===== src/hw/cfm_defs.svh =====
/*
 * constants of the clock fallback monitor: timings, register map, fields.
 * assumes a 250 MHz block clock; included by the monitor source only.
 */
`ifndef CFM_DEFS_SVH
`define CFM_DEFS_SVH

// block clock
`define CFM_CLK_PS 4000
`define CFM_CLK_NS 4
// pll lock time
`define CFM_LOCK_NS 750000
// edge tolerances
`define CFM_BUS_TOL_NS 35
`define CFM_CMP_TOL_NS 40
`define CFM_NET_TOL_NS 80
// nominal periods
`define CFM_C2_PS 488281
`define CFM_C4_PS 244140
`define CFM_C8_PS 122070
`define CFM_C16_PS 61035
`define CFM_NET_PS 125000000
// latest expected edge, rounded down
`define CFM_LATE(p, t) (((p) + (t) * 1000) / `CFM_CLK_PS)
// periods per frame
`define CFM_FRAME_C8 12'h400
`define CFM_FRAME_C2 12'h100

// register addresses
`define CFM_A_CONFIG_COMMAND_1 3'h0
`define CFM_A_CONFIG_COMMAND_2 3'h1
`define CFM_A_ST1 3'h2
`define CFM_A_ST2 3'h3
`define CFM_A_MASK 3'h4
`define CFM_A_STATE 3'h5

// config_command_1 fields
`define CFM_C1_SRC 2:0
`define CFM_C1_ROLE 4:3
`define CFM_C1_GO 5
`define CFM_C1_RATE 7:6
// config_command_2 fields
`define CFM_C2_EXTF 0
`define CFM_C2_FBEN 1
`define CFM_C2_AUTO 2
`define CFM_C2_ARET 3
`define CFM_C2_SWRST 4
`define CFM_C2_MFB 5
`define CFM_C2_MRET 6
`define CFM_C2_SCBUS 7
// stored (non-command) bits of config_command_2
`define CFM_C2_KEEP 8'h8e

// clock_error_status_1 bits
`define CFM_S1_A 0
`define CFM_S1_B 1
`define CFM_S1_CMP 2
`define CFM_S1_NP 3
`define CFM_S1_NS 4
`define CFM_S1_WRONG 5
// clock_error_status_2 bits, masked by mask bits 7:6
`define CFM_S2_FELL 0
`define CFM_S2_BACK 1

`endif


===== src/hw/cfm_pkg.sv =====
/*
 * types of the clock fallback monitor.
 * assumes nothing beyond a systemverilog compiler.
 */
package cfm_pkg;

    // pll reference sources
    typedef enum logic [2:0] {
        SRC_INT = 3'b000,
        SRC_MAIN = 3'b001,
        SRC_SEC = 3'b010,
        SRC_BUSA = 3'b011,
        SRC_BUSB = 3'b100
    } cfm_src_e;

    // bus roles
    typedef enum logic [1:0] {
        ROLE_NONE = 2'b00,
        ROLE_MASTER = 2'b01,
        ROLE_SECM = 2'b10,
        ROLE_SLAVE = 2'b11
    } cfm_role_e;

    // fallback states
    typedef enum logic [1:0] {
        FB_IDLE = 2'b00,
        FB_WATCH = 2'b01,
        FB_FALLEN = 2'b10
    } cfm_fb_e;

    // monitored pins
    typedef struct packed {
        logic busClkA;
        logic busFrmA;
        logic busClkB;
        logic busFrmB;
        logic netPrim;
        logic netSec;
        logic compatClk;
        logic compatFrm;
    } cfm_pins_s;

    // clock generator control
    typedef struct packed {
        cfm_src_e src;
        logic bypass;
        logic fastClk;
        logic driveSetB;
    } cfm_gen_s;

    // per-clock monitor state
    typedef struct packed {
        logic prevClk;
        logic prevFrm;
        logic armed;
        logic framed;
        logic fail;
        logic [15:0] gap;
        logic [11:0] cnt;
    } cfm_mon_s;

    // top state
    typedef struct packed {
        cfm_pins_s sync1;
        cfm_pins_s sync2;
        logic [7:0] config_command_1;
        logic [7:0] config_command_2;
        logic [7:0] st1;
        logic [7:0] st2;
        logic [7:0] mask;
        logic [7:0] rdata;
        cfm_src_e src;
        cfm_role_e role;
        logic configured;
        logic lockRun;
        logic lockDone;
        logic [17:0] lockCnt;
        cfm_fb_e fb;
        logic failPend;
        logic swRst;
    } cfm_top_s;

endpackage


===== src/hw/clock_fallback_monitor.sv =====
/*
 * clock fallback monitor: pll source check, bus/compat/network clock
 * supervision, reference fallback and its register port.
 * assumes pins arrive asynchronous to clk (250 MHz) and a one-cycle
 * register master; the analog pll and muxes sit outside.
 */
// The strobed register port and the register addresses are this design's own decisions.
// Operation
// - checking starts at the role command
// - reset routes internal oscillator to pll
// - bad source: internal osc, clear, flag
// - master with slave path is an error
// - slave with master reference is error
// - failures interrupt unmasked, always pollable
// - monitoring starts once setup is completed
// - bus bit clocks late by 35ns fail
// - bus frame must hold 1024 periods
// - mvip clock late 40ns or count wrong
// - scbus clock late 40ns or count wrong
// - network reference late by 80ns fails
// - compat frame judged against active reference
// - primary master falls to secondary, returns
// - secondary master follows A, drives B
// - slave moves from A to B set
// - reference switch loses no switched data
// - pll bypassed 750us after frequency command
// - software reset leaves clocking untouched
`timescale 1ns/1ns
`include "cfm_defs.svh"
// one clock (and optional frame) supervisor
module cfm_clk_mon (
    input wire logic clk,
    input wire logic rst,
    input wire logic ce,
    input wire logic en,
    input wire logic clkLvl,
    input wire logic frmLvl,
    input wire logic useFrame,
    input wire logic [15:0] lateLim,
    input wire logic [11:0] expCnt,
    output logic fail,
    output logic healthy
);
    import cfm_pkg::*;
    cfm_mon_s cur_r; // registered state
    cfm_mon_s cur_nxt; // next state
    logic rise; // rising clock edge seen
    // edge timing and period counting
    always_comb
    begin
        cur_nxt = cur_r;
        cur_nxt.fail = 1'b0;
        rise = clkLvl && !cur_r.prevClk;
        cur_nxt.prevClk = clkLvl;
        cur_nxt.prevFrm = frmLvl;
        if (!en)
        begin
            // idle: forget history so a restart never reports stale gaps
            cur_nxt.armed = 1'b0;
            cur_nxt.framed = 1'b0;
            cur_nxt.gap = '0;
            cur_nxt.cnt = '0;
        end
        else
        begin
            if (cur_r.gap != 16'hffff)
                cur_nxt.gap = cur_r.gap + 16'h0001;
            if (rise)
            begin
                cur_nxt.gap = '0;
                cur_nxt.armed = 1'b1;
                if (cur_r.cnt != 12'hfff)
                    cur_nxt.cnt = cur_r.cnt + 12'h001;
            end
            else if (cur_r.armed && cur_r.gap >= lateLim)
            begin
                // one report per outage; the next edge re-arms
                cur_nxt.fail = 1'b1;
                cur_nxt.armed = 1'b0;
            end
            if (useFrame && cur_r.prevFrm && !frmLvl)
            begin
                if (cur_r.framed && cur_r.cnt != expCnt)
                    cur_nxt.fail = 1'b1;
                cur_nxt.framed = 1'b1;
                cur_nxt.cnt = rise ? 12'h001 : 12'h000;
            end
        end
    end
    // state register, frozen by ce
    always_ff @(posedge clk)
    begin
        if (rst)
            cur_r <= '0;
        else if (ce)
            cur_r <= cur_nxt;
    end
    assign fail = cur_r.fail;
    assign healthy = cur_r.armed;
endmodule // cfm_clk_mon
// top: registers, source checking and fallback
module clock_fallback_monitor #(
    parameter int LOCK_CYCLES = `CFM_LOCK_NS / `CFM_CLK_NS,
    parameter int NET_LATE_CYC = `CFM_LATE(`CFM_NET_PS, `CFM_NET_TOL_NS)
) (
    input wire logic clk,
    input wire logic rst,
    input wire logic ce,
    input wire cfm_pkg::cfm_pins_s pins,
    input wire logic [2:0] addr,
    input wire logic [7:0] wdata,
    input wire logic wr,
    input wire logic rd,
    output logic [7:0] rdata,
    output cfm_pkg::cfm_gen_s gen,
    output logic irq,
    output logic swResetActive
);
    import cfm_pkg::*;
    localparam logic [15:0] BUS_LATE = 16'(`CFM_LATE(`CFM_C8_PS, `CFM_BUS_TOL_NS));
    localparam logic [15:0] NET_LATE = 16'(NET_LATE_CYC);
    localparam logic [17:0] LOCK_LAST = 18'(LOCK_CYCLES - 1);
    cfm_top_s st_r; // registered state
    cfm_top_s st_nxt; // next state
    cfm_pins_s pin; // synchronised pins
    logic fA, fB, fC, fNP, fNS; // failure pulses
    logic hNP; // primary network ref alive
    logic busEn, cmpEn, netEn; // monitor enables
    logic [1:0] rate; // effective compat rate
    logic [15:0] cmpLate; // compat edge limit
    logic [11:0] cmpCnt; // compat periods per frame
    logic cmd1W, cmd2W, go, failCur, trig, bad;
    cfm_src_e newSrc; // source from config_command_1
    cfm_role_e newRole; // role from config_command_1
    assign pin = st_r.sync2;
    // compat clock rate table
    always_comb
    begin
        rate = st_r.config_command_1[`CFM_C1_RATE];
        // scbus stops at 1024 periods
        if (st_r.config_command_2[`CFM_C2_SCBUS] && rate == 2'b11)
            rate = 2'b10;
        unique case (rate)
            2'b00: cmpLate = 16'(`CFM_LATE(`CFM_C2_PS, `CFM_CMP_TOL_NS));
            2'b01: cmpLate = 16'(`CFM_LATE(`CFM_C4_PS, `CFM_CMP_TOL_NS));
            2'b10: cmpLate = 16'(`CFM_LATE(`CFM_C8_PS, `CFM_CMP_TOL_NS));
            2'b11: cmpLate = 16'(`CFM_LATE(`CFM_C16_PS, `CFM_CMP_TOL_NS));
        endcase
        cmpCnt = `CFM_FRAME_C2 << rate;
    end
    // monitors run once setup is complete
    assign busEn = st_r.configured;
    assign netEn = st_r.configured;
    // compat frame only against the live reference
    assign cmpEn = st_r.configured && ((st_r.role == ROLE_SLAVE)
        ? (st_r.src == SRC_BUSA || st_r.src == SRC_BUSB)
        : (st_r.src == SRC_MAIN || st_r.src == SRC_SEC));
    // clock set a
    cfm_clk_mon monA (
        .clk(clk), .rst(rst), .ce(ce), .en(busEn),
        .clkLvl(pin.busClkA), .frmLvl(pin.busFrmA), .useFrame(1'b1),
        .lateLim(BUS_LATE), .expCnt(`CFM_FRAME_C8), .fail(fA), .healthy()
    );
    // clock set b
    cfm_clk_mon monB (
        .clk(clk), .rst(rst), .ce(ce), .en(busEn),
        .clkLvl(pin.busClkB), .frmLvl(pin.busFrmB), .useFrame(1'b1),
        .lateLim(BUS_LATE), .expCnt(`CFM_FRAME_C8), .fail(fB), .healthy()
    );
    // compat clock and frame
    cfm_clk_mon monC (
        .clk(clk), .rst(rst), .ce(ce), .en(cmpEn),
        .clkLvl(pin.compatClk), .frmLvl(pin.compatFrm), .useFrame(1'b1),
        .lateLim(cmpLate), .expCnt(cmpCnt), .fail(fC), .healthy()
    );
    cfm_clk_mon monNP (
        .clk(clk), .rst(rst), .ce(ce), .en(netEn),
        .clkLvl(pin.netPrim), .frmLvl(1'b1), .useFrame(1'b0),
        .lateLim(NET_LATE), .expCnt(12'h000), .fail(fNP), .healthy(hNP)
    );
    cfm_clk_mon monNS (
        .clk(clk), .rst(rst), .ce(ce), .en(netEn),
        .clkLvl(pin.netSec), .frmLvl(1'b1), .useFrame(1'b0),
        .lateLim(NET_LATE), .expCnt(12'h000), .fail(fNS), .healthy()
    );
    // main next-state logic
    always_comb
    begin
        st_nxt = st_r;
        // two-stage pin synchroniser
        st_nxt.sync1 = pins;
        st_nxt.sync2 = st_r.sync1;
        cmd1W = wr && addr == `CFM_A_CONFIG_COMMAND_1;
        cmd2W = wr && addr == `CFM_A_CONFIG_COMMAND_2;
        go = cmd1W && wdata[`CFM_C1_GO];
        newSrc = cfm_src_e'(wdata[`CFM_C1_SRC]);
        newRole = cfm_role_e'(wdata[`CFM_C1_ROLE]);
        // master must not use slave path
        // slave must not use master reference
        bad = (newRole == ROLE_MASTER && (newSrc == SRC_BUSA || newSrc == SRC_BUSB))
            || (newRole == ROLE_SLAVE && (newSrc == SRC_MAIN || newSrc == SRC_SEC));
        // status: write one clears, set wins
        st_nxt.st1 = st_r.st1 & ~((wr && addr == `CFM_A_ST1) ? wdata : 8'h00);
        st_nxt.st2 = st_r.st2 & ~((wr && addr == `CFM_A_ST2) ? wdata : 8'h00);
        st_nxt.st1[`CFM_S1_A] = st_nxt.st1[`CFM_S1_A] | fA;
        st_nxt.st1[`CFM_S1_B] = st_nxt.st1[`CFM_S1_B] | fB;
        st_nxt.st1[`CFM_S1_CMP] = st_nxt.st1[`CFM_S1_CMP] | fC;
        st_nxt.st1[`CFM_S1_NP] = st_nxt.st1[`CFM_S1_NP] | fNP;
        st_nxt.st1[`CFM_S1_NS] = st_nxt.st1[`CFM_S1_NS] | fNS;
        if (wr && addr == `CFM_A_MASK)
            st_nxt.mask = wdata;
        if (cmd1W)
            st_nxt.config_command_1 = {wdata[7:6], 1'b0, wdata[4:0]};
        if (cmd2W)
        begin
            // command bits act once; only settings are kept
            st_nxt.config_command_2 = wdata & `CFM_C2_KEEP;
            // soft reset only flips the outward flag
            if (wdata[`CFM_C2_SWRST])
                st_nxt.swRst = !st_r.swRst;
        end
        if (cmd2W && wdata[`CFM_C2_EXTF])
        begin
            st_nxt.lockRun = 1'b1;
            st_nxt.lockDone = 1'b0;
            st_nxt.lockCnt = '0;
        end
        else if (st_r.lockRun)
        begin
            if (st_r.lockCnt == LOCK_LAST)
            begin
                st_nxt.lockRun = 1'b0;
                st_nxt.lockDone = 1'b1;
            end
            else
                st_nxt.lockCnt = st_r.lockCnt + 18'h00001;
        end
        // failure that the current role falls back from
        failCur = (st_r.role == ROLE_MASTER) ? (fNP && st_r.src == SRC_MAIN)
            : (fA && st_r.src == SRC_BUSA);
        trig = (st_r.config_command_2[`CFM_C2_AUTO] && failCur)
            || (cmd2W && wdata[`CFM_C2_MFB] && (st_r.failPend || failCur));
        // fallback machine; the mux switches in one clean edge of the
        // registered select, which is what keeps switched data intact
        unique case (st_r.fb)
            FB_IDLE:
            begin
                st_nxt.failPend = 1'b0;
                if (st_r.configured && st_r.config_command_2[`CFM_C2_FBEN])
                    st_nxt.fb = FB_WATCH;
            end
            FB_WATCH:
            begin
                if (failCur)
                    st_nxt.failPend = 1'b1;
                if (!st_r.config_command_2[`CFM_C2_FBEN])
                    st_nxt.fb = FB_IDLE;
                else if (trig)
                begin
                    st_nxt.st2[`CFM_S2_FELL] = 1'b1;
                    st_nxt.failPend = 1'b0;
                    if (st_r.role == ROLE_MASTER)
                    begin
                        st_nxt.src = SRC_SEC;
                        st_nxt.fb = FB_FALLEN;
                    end
                    else
                    begin
                        st_nxt.src = (st_r.role == ROLE_SLAVE) ? SRC_BUSB : SRC_SEC;
                        st_nxt.config_command_2[`CFM_C2_FBEN] = 1'b0;
                        st_nxt.fb = FB_IDLE;
                    end
                end
            end
            FB_FALLEN:
            begin
                // return to main, auto or by command
                if ((st_r.config_command_2[`CFM_C2_ARET] && hNP) || (cmd2W && wdata[`CFM_C2_MRET]))
                begin
                    st_nxt.src = SRC_MAIN;
                    st_nxt.st2[`CFM_S2_BACK] = 1'b1;
                    st_nxt.fb = FB_WATCH;
                end
                else if (!st_r.config_command_2[`CFM_C2_FBEN])
                    st_nxt.fb = FB_IDLE;
            end
            default:
                st_nxt.fb = FB_IDLE;
        endcase
        // role command closes setup and starts checks
        if (go)
        begin
            st_nxt.failPend = 1'b0;
            st_nxt.fb = FB_IDLE;
            if (bad)
            begin
                // fall back to oscillator, wipe setup
                st_nxt.src = SRC_INT;
                st_nxt.role = ROLE_NONE;
                st_nxt.configured = 1'b0;
                st_nxt.config_command_1 = 8'h00;
                st_nxt.config_command_2 = 8'h00;
                st_nxt.st1[`CFM_S1_WRONG] = 1'b1;
            end
            else
            begin
                st_nxt.src = newSrc;
                st_nxt.role = newRole;
                st_nxt.configured = newRole != ROLE_NONE;
            end
        end
        // read data stand one cycle only
        st_nxt.rdata = 8'h00;
        if (rd)
        begin
            unique case (addr)
                `CFM_A_CONFIG_COMMAND_1: st_nxt.rdata = st_r.config_command_1;
                `CFM_A_CONFIG_COMMAND_2: st_nxt.rdata = st_r.config_command_2;
                `CFM_A_ST1: st_nxt.rdata = st_r.st1;
                `CFM_A_ST2: st_nxt.rdata = st_r.st2;
                `CFM_A_MASK: st_nxt.rdata = st_r.mask;
                `CFM_A_STATE: st_nxt.rdata = {st_r.fb, st_r.lockDone, st_r.configured,
                    1'b0, st_r.src};
                default: st_nxt.rdata = 8'h00;
            endcase
        end
    end
    // state register; reset selects the internal source
    always_ff @(posedge clk)
    begin
        if (rst)
            st_r <= '0;
        else if (ce)
            st_r <= st_nxt;
    end
    // outputs
    assign rdata = st_r.rdata;
    assign gen.src = st_r.src;
    // bypass until locked, then fast clock
    assign gen.bypass = !st_r.lockDone;
    assign gen.fastClk = st_r.lockDone;
    assign gen.driveSetB = st_r.configured && st_r.role == ROLE_SECM;
    assign irq = |(st_r.st1[5:0] & ~st_r.mask[5:0]) | |(st_r.st2[1:0] & ~st_r.mask[7:6]);
    assign swResetActive = st_r.swRst;
endmodule // clock_fallback_monitor


===== config.mk =====
export PLATFORM = sky130hd
export DESIGN_NAME = clock_fallback_monitor
export DESIGN_NICKNAME = d
export VERILOG_FILES = /design/src/hw/cfm_pkg.sv /design/src/hw/clock_fallback_monitor.sv
export VERILOG_INCLUDE_DIRS = /design/src /design/src/hw
export SDC_FILE = /design/constraint.sdc
export NUM_CORES = 1
export LEC_CHECK = 0
export BUFFER_PORTS_ARGS = -buffer_cell sky130_fd_sc_hd__buf_2
export CAP_MARGIN = 30
export CORE_UTILIZATION = 42
export DETAILED_ROUTE_END_ITERATION = 6
export SYNTH_ARGS = -nofsm -noshare
export SYNTH_HDL_FRONTEND = slang
export SYNTH_HIERARCHICAL = 1
export SYNTH_SLANG_ARGS = --single-unit

===== constraint.sdc =====
create_clock -name clk -period 5.92 [get_ports clk]
set_input_delay 0.888 -clock clk [delete_from_list [all_inputs] [get_ports clk]]
set_output_delay 0.888 -clock clk [all_outputs]
set_load 0.005 [all_outputs]

==> results of run 1 <==
## power by group
part / switching (W) / internal (W)
registers: 0.00000745 / 0.00175
logic: 0.000161 / 0.0000733
clock network: 0.000779 / 0.00107
## area by class of cell
class | count | area, um2
clock buffer | 45 | 908
inverter | 114 | 428
fill | 3753 | 19700
timing repair buffer | 44 | 262
tap | 511 | 639
multi-input combinational | 1609 | 10500
antenna | 1 | 2.50
clock inverter | 13 | 88.8
sequential | 259 | 5180
## cells in the final DEF (no fill, tap or decap), types with 38 or more instances in the layout
cell and count:
nand3_1 74, xor2_1 75, a21oi_1 153, nor3_1 46, nor2_1 131, nand2_1 161, or3_1 55, or4_1 38
ha_1 91, inv_1 114, o21ai_0 48, mux2i_1 44, conb_1 144, dfxtp_1 259
## worst min-delay path by stage
stage	from	end	slack (ns)	cells after the start
2_1_floorplan	st_r[51]$_SDFFE_PP0P_	st_r[51]$_SDFFE_PP0P_	0.42	2
3_3_place_gp	st_r[50]$_SDFFE_PP0P_	st_r[50]$_SDFFE_PP0P_	0.44	2
4_1_cts	st_r[52]$_SDFFE_PP0P_	st_r[52]$_SDFFE_PP0P_	0.45	2
3_5_place_dp	st_r[52]$_SDFFE_PP0P_	st_r[52]$_SDFFE_PP0P_	0.44	2
5_1_grt	st_r[52]$_SDFFE_PP0P_	st_r[52]$_SDFFE_PP0P_	0.47	2
6_report	st_r[52]$_SDFFE_PP0P_	st_r[52]$_SDFFE_PP0P_	0.45	2
## metal layers
layer	up-vias	part of all wire, %
li1	7213	-
met1	6654	48
met2	218	46
met3	48	4.1
met4	2	1.7
met5	-	0.021
## metrics by stage
stage | hold WS, ns | setup WS, ns | power, W
final | 0.449 | 3.08 | 0.00384
after floorplan | 0.423 | 3.53 | 0.00198
after detailed placement | 0.437 | 2.50 | 0.00203
after global placement | 0.437 | 2.58 | 0.00202
after CTS | 0.449 | 3.06 | 0.00389
after global routing | 0.465 | 2.94 | 0.00399
## state kept, by name, summed over array words and instances, names as in the netlist, 4 cells and up
register,cells
st_r,64
monA/cur_r,31
monB/cur_r,31
monC/cur_r,31
monNP/cur_r,31
monNS/cur_r,31
pin,8
rdata,8
st_nxt,8
gen,4
## worst reg2reg max path: cells and delay by family (launching register included)
family	cells	cell delay (ns)
AND/OR/NAND/NOR	2	0.70
adder cells (fa/ha/maj)	1	0.32
flip-flops	1	0.44
AO/OA/AOI/OAI	5	1.00
buffers and inverters	1	0.09
## cells by family after synthesis
logic type	Yosys count	share of synthesized area, %
and+or+nand+nor	764	26.6
AOI/OAI and AO/OA	465	19.4
buffers and inverters	214	5.91
DFF	259	32.3
adders and majority gates	91	7.09
muxes	59	4.00
xor gates and xnor gates	86	4.69
other	2	0.0468
==> key figures, run 1 <==
Status
  • Status: finished clean

Clock tree
  • CTS Buf Count: 31
  • TritonCTS clock tree: yes
  • CTS Hold Bufs: 0
  • H-tree depth: 1
  • Clock Tree Buf Depth: 3
  • Root Buffer: clkbuf_16
  • Worst-path clk slew: roughly 0.06 ns
  • Gates resized, CTS repair: 0
  • Clk_lat worst skew: between 0.5 and 0.6 ns
  • Sink Count: 259
  • Setup Buffers After CTS: 0

Critical path
  • CP required: approximately 6.4 ns
  • Setup CP Type: in -> reg
  • CP max-delay cell: or4_1
  • Crit. path cell count: 6
  • Critical Path End Type: flop
  • Reg2Reg Depth: 9
  • CP Launch Type: input port
  • Start point of the critical path: addr[0]
  • Buf/Inv on CP: 1
  • CP Cell Sequence: buf_2, nand4bb_1, o21ai_2, o2111ai_2, or4_1, a21oi_1
  • Reg2reg end: monC/fail$_SDFFE_PP0P_
  • CP Max Fanout: 26
  • CP delay by family, top: simple AND/OR/NAND/NOR gates
  • R2r setup slk: 3.21 ns
  • Arr. time, crit path: between 3 and 4 ns
  • Setup crit end: st_r[19]$_SDFFE_PP0P_
  • RR Startpoint: st_r[77]$_SDFFE_PP0P_
  • Max incr delay on CP: between 0.6 and 0.7 ns

Route
  • Via count: 14135
  • Via/cell ratio: 5.44
  • Iter 0 DRT Violations: approximately 620
  • Final Routed Wirelength: around 38000 um
  • Residual DRC: 0
  • First-pass DRT Iterations: 5
  • Antenna Nets Post-Route: 0
  • Routed WL per cell: around 15 um

Synthesis
  • Cell Area, Synth: approximately 16000 um2
  • Area leader, netlist: dfxtp_1
  • Post-synthesis average cell area: between 8 and 9 um2
  • Synthesized flop and latch total: ~260
  • Synth async-reset ratio: 0%
  • Ranking of synthesized cells by area: dfxtp_1 32%, ha_1 7.1%, a21oi_1 4.8%
  • Post-synth EDFFs: 0
  • Ys flop type: dfxtp_1
  • Synth top area share: between 30% and 40%
  • Most frequent cell after synthesis: dfxtp_1
  • Top cells by count, synth: 259 x dfxtp_1, 161 x nand2_1, 153 x a21oi_1
  • Yosys warning count: 6
  • Post-synthesis sequential area ratio: between 30% and 40%
  • Count of cell types in the netlist: 77
  • Syn Inst Count: ~1900

Global route
  • GR Layer Usage met2: between 30% and 40%
  • Grt peak-use layer: met2
  • Largest net degree at the start of global routing: 120
  • Initial antenna violation count: 2
  • First-pass GRT wire length: ~65000 um
  • GR Util met1: 26.1%
  • Vias in the first global route: approximately 13000
  • Grt total ovfl: 0
  • M3 GR Usage: around 2.9%
  • Total GRT Usage: 19.6%

Die
  • Die Width: between 150 and 200 um
  • Die height: ~200 um
  • FP Rows: ~70
  • Die area: around 39000 um2
  • Core area: around 38000 um2
  • # IOs: 40
  • Initial Util: between 40% and 50%

Worst hold path
  • Worst hold path type: reg -> reg

Timing
  • Peak Freq: around 350 MHz
  • Pin slew with the least headroom to its limit: 0.934 ns
  • Skew final: between 0.02 and 0.03 ns
  • Final hold violation count: 0
  • Slew headroom: 37.7%
  • Final Critical Period: between 2 and 3 ns
  • RSZ-0062 raised after global routing: no
  • Tcrit/Tclk final: between 40% and 50%
  • Slew Limit Fails: 0
  • Endpoints failing setup: 0
  • Total negative setup slack: 0 ns

Finish
  • Final core occ: approximately 48%
  • Share of cells above drive strength 1: roughly 8.0%
  • Finished Cell Area: approximately 18000 um2
  • Net count, final: 2174
  • Layout area overhead: 11.9%
  • Non-Filler Instances: 2596

Placed design
  • Gp weighted congestion: a little under 0.9
  • HPWL Detailed: ~27000 um
  • Dpl cell area: between 15000 and 20000 um2
  • IO buf count: 39
  • Placed insts: approximately 2500

Pwr
  • Leakage Power: approximately 7 nW
  • VDD IR-drop max: 230 uV
  • Pwr dens: around 210 nW/um2

Flow run
  • Maxcap violations: 0
(Power assumes the default switching activity.)
==> run 2, diff against run 1 <==
- ABC_AREA: unset -> 1
- clock period: 5.92 -> 2.85 ns (I/O delays scaled with it)
==> key figures, run 2 <==
Status
  • Status: finished clean

Finish
  • Share of cells above drive strength 1: between 10% and 20%
  • Layout area overhead: 12.4%
  • Final core occ: between 40 and 50%
  • Multi-input gate area: around 11000 um2
  • Most frequent cells in the layout: 635 x nand2_1, 374 x inv_1, 287 x nor2_1, 258 x dfxtp_1, 219 x a21oi_1
  • N_diodes: 0
  • Sequential cell area: just over 5000 um2
  • Fill count: between 4000 and 5000
  • Net count, final: between 2000 and 3000
  • Non-Filler Instances: between 3000 and 4000
  • Most common cell after layout, fill and taps aside: nand2_1
  • Max FFs per register: 64
  • Most flop-heavy register: st_r

Route
  • Antenna Nets Post-Route: 0
  • Final Routed Wirelength: approximately 44000 um
  • Iter 0 DRT Violations: 1020
  • Residual DRC: 0
  • Via count: between 15000 and 20000
  • First-pass DRT Iterations: 6
  • Via/cell ratio: 4.94
  • Routed WL per cell: 12.9 um

Timing
  • Slew headroom: around 42%
  • Slew Limit Fails: 0
  • Peak Freq: 425 MHz
  • RSZ-0062 raised after global routing: no
  • Pin slew with the least headroom to its limit: approximately 0.87 ns
  • Tcrit/Tclk final: 82.6%
  • Skew final: around 0.011 ns
  • Worst Slack Setup Final: 0.496 ns
  • Final hold violation count: 0
  • Final Critical Period: 2.35 ns
  • Total negative setup slack: 0 ns
  • Endpoints failing setup: 0

Synthesis
  • Count of cell types in the netlist: 49
  • Synthesized flop and latch total: about 260
  • Synth async-reset ratio: 0%
  • Cell Area, Synth: between 15000 and 20000 um2
  • Ys flop type: dfxtp_1
  • Top cells by count, synth: 635 x nand2_1, 374 x inv_1, 287 x nor2_1
  • Post-synth EDFFs: 0
  • Ranking of synthesized cells by area: dfxtp_1 30%, nand2_1 14%, inv_1 8.0%
  • Area leader, netlist: dfxtp_1
  • Post-synthesis sequential area ratio: 29.7%
  • Synth top area share: between 20 and 30%
  • Yosys warning count: 6
  • Most frequent cell after synthesis: nand2_1
  • Post-synthesis average cell area: roughly 6.5 um2
  • Syn Inst Count: 2698

Worst hold path
  • Worst hold path type: in -> reg
  • Hold Startpoint: pins[7]

Placed design
  • Pre-CTS WS: slightly above 0.5 ns
  • IO buf count: 39
  • Placed insts: ~3400
  • Gp weighted congestion: roughly 0.90
  • HPWL Detailed: roughly 32000 um

Clock tree
  • Clock Tree Buf Depth: 3
  • Gates resized, CTS repair: 0
  • Root Buffer: clkbuf_16
  • Clk_lat worst skew: 0.58 ns
  • H-tree depth: 1
  • CTS Buf Count: 31
  • CTS Hold Bufs: 0
  • TritonCTS clock tree: yes
  • Sink Count: between 200 and 300
  • Setup Buffers After CTS: 0
  • Worst-path clk slew: 0.06 ns

Critical path
  • Arr. time, crit path: between 2 and 3 ns
  • CP Max Fanout: 11
  • CP Launch Type: flop
  • Setup CP Type: reg -> reg
  • CP required: roughly 3.4 ns
  • Start point of the critical path: gen[3]$_SDFFE_PP0P_
  • Critical Path End Type: flop
  • RR Startpoint: gen[3]$_SDFFE_PP0P_

Global route
  • Initial antenna violation count: 3
  • Largest net degree at the start of global routing: 35
  • GR Layer Usage met2: between 30% and 40%
  • Grt total ovfl: 0
  • GR Util met1: a little over a quarter
  • Total GRT Usage: 20.8%
  • Grt peak-use layer: met2
  • Vias in the first global route: around 15000
  • First-pass GRT wire length: 73300 um
  • M3 GR Usage: 3.45%

Pwr
  • Pwr dens: approximately 450 nW/um2
  • Power Internal: roughly 0.0066 W
  • Combinational Power Share: roughly 7.4%
  • Seq pwr share: 42.2%
  • Clock Power Share: about half
  • Leakage Power: a little over 8 nW
  • VDD IR-drop max: around 420 uV
  • Switching Share: 24.5%
  • Sw Pwr: approximately 0.0021 W

Flow run
  • Maxcap violations: 0

Die
  • Initial Util: between 40% and 50%
  • FP Rows: 74
  • Die Width: 206 um
  • Die area: approximately 42000 um2
  • Core area: around 40000 um2
  • Die height: slightly above 200 um
  • # IOs: 40
## run 2: cell types whose count changed in the layout (fill, tap and decap cells not counted), sizes merged, moves of 76 or more
cell,previous run,this run
nand2,161,689
nor2,131,311
o21ai,70,146
inv,115,392
nand3,74,197
a21oi,163,253
## run 2: layout make-up
type / count / area share, %
clock buffers: 38 / 4.35
clock inverters: 19 / 1.42
inverters: 398 / 7.68
multi-input cells: 2087 / 54.3
flip-flops and latches: 259 / 26.5
well taps: 532 / 3.40
repair buffers: 74 / 2.36
## run 2: critical path: stages (launching register included)
cell	delay, ns
dfxtp_1	0.42
inv_1	0.10
nand2_1	0.09
nand2_1	0.05
a21oi_1	0.12
nor3_1	0.06
buf_4	0.18
inv_2	0.12
nor2_1	0.08
a21oi_1	0.71
nand3_1	0.19
a21oi_2	0.16
## run 2: power groups by stage
stage	Clock, W	Combinational [W]	Sequential [W]
floorplan	0	0.000479	0.00376
global placement	0	0.000626	0.00376
detailed placement	0	0.000638	0.00377
CTS	0.00452	0.000641	0.00369
global route	0.00466	0.000738	0.00369
finish	0.00440	0.000646	0.00369
## run 2: cell families (layout without fill, tap and decap cells)
group           after synthesis  in the layout  share of synthesized area, %
fa+ha+maj                    91             91                          6.53
xor+xnor                     72             72                          3.62
other cells                   2            137                        0.0431
simple gates               1369           1369                          34.8
compound gates              418            418                          13.2
buf+inv                     487            529                          12.1
flops                       259            259                          29.7
## run 2: routing by layer
| layer | routed length, um | up-vias |
|---|---|---|
| met5 | 38 | - |
| met2 | 19900 | 312 |
| met4 | 1340 | 6 |
| met3 | 2100 | 89 |
| li1 | - | 8846 |
| met1 | 20500 | 7587 |
## run 2: per-stage QoR
step	total power (W)	cell area, um2	hold slack (ns)
2_1_floorplan	0.00424	17900	0.422
3_3_place_gp	0.00439	18500	0.433
3_5_place_dp	0.00440	18500	0.440
4_1_cts	0.00884	19600	0.0563
5_1_grt	0.00908	19600	0.0965
6_report	0.00874	19600	0.0796
## run 2: final timing paths
kind                                 to  slack [ns]  cells after the start
max          monC/cur_r[7]$_SDFFE_PP0P_        0.50                     11
min             st_nxt[85]$_SDFFE_PP0P_        0.08                      3
max reg2reg  monC/cur_r[7]$_SDFFE_PP0P_        0.50                     11
min reg2reg       st_r[60]$_SDFFE_PP0P_        0.45                      2
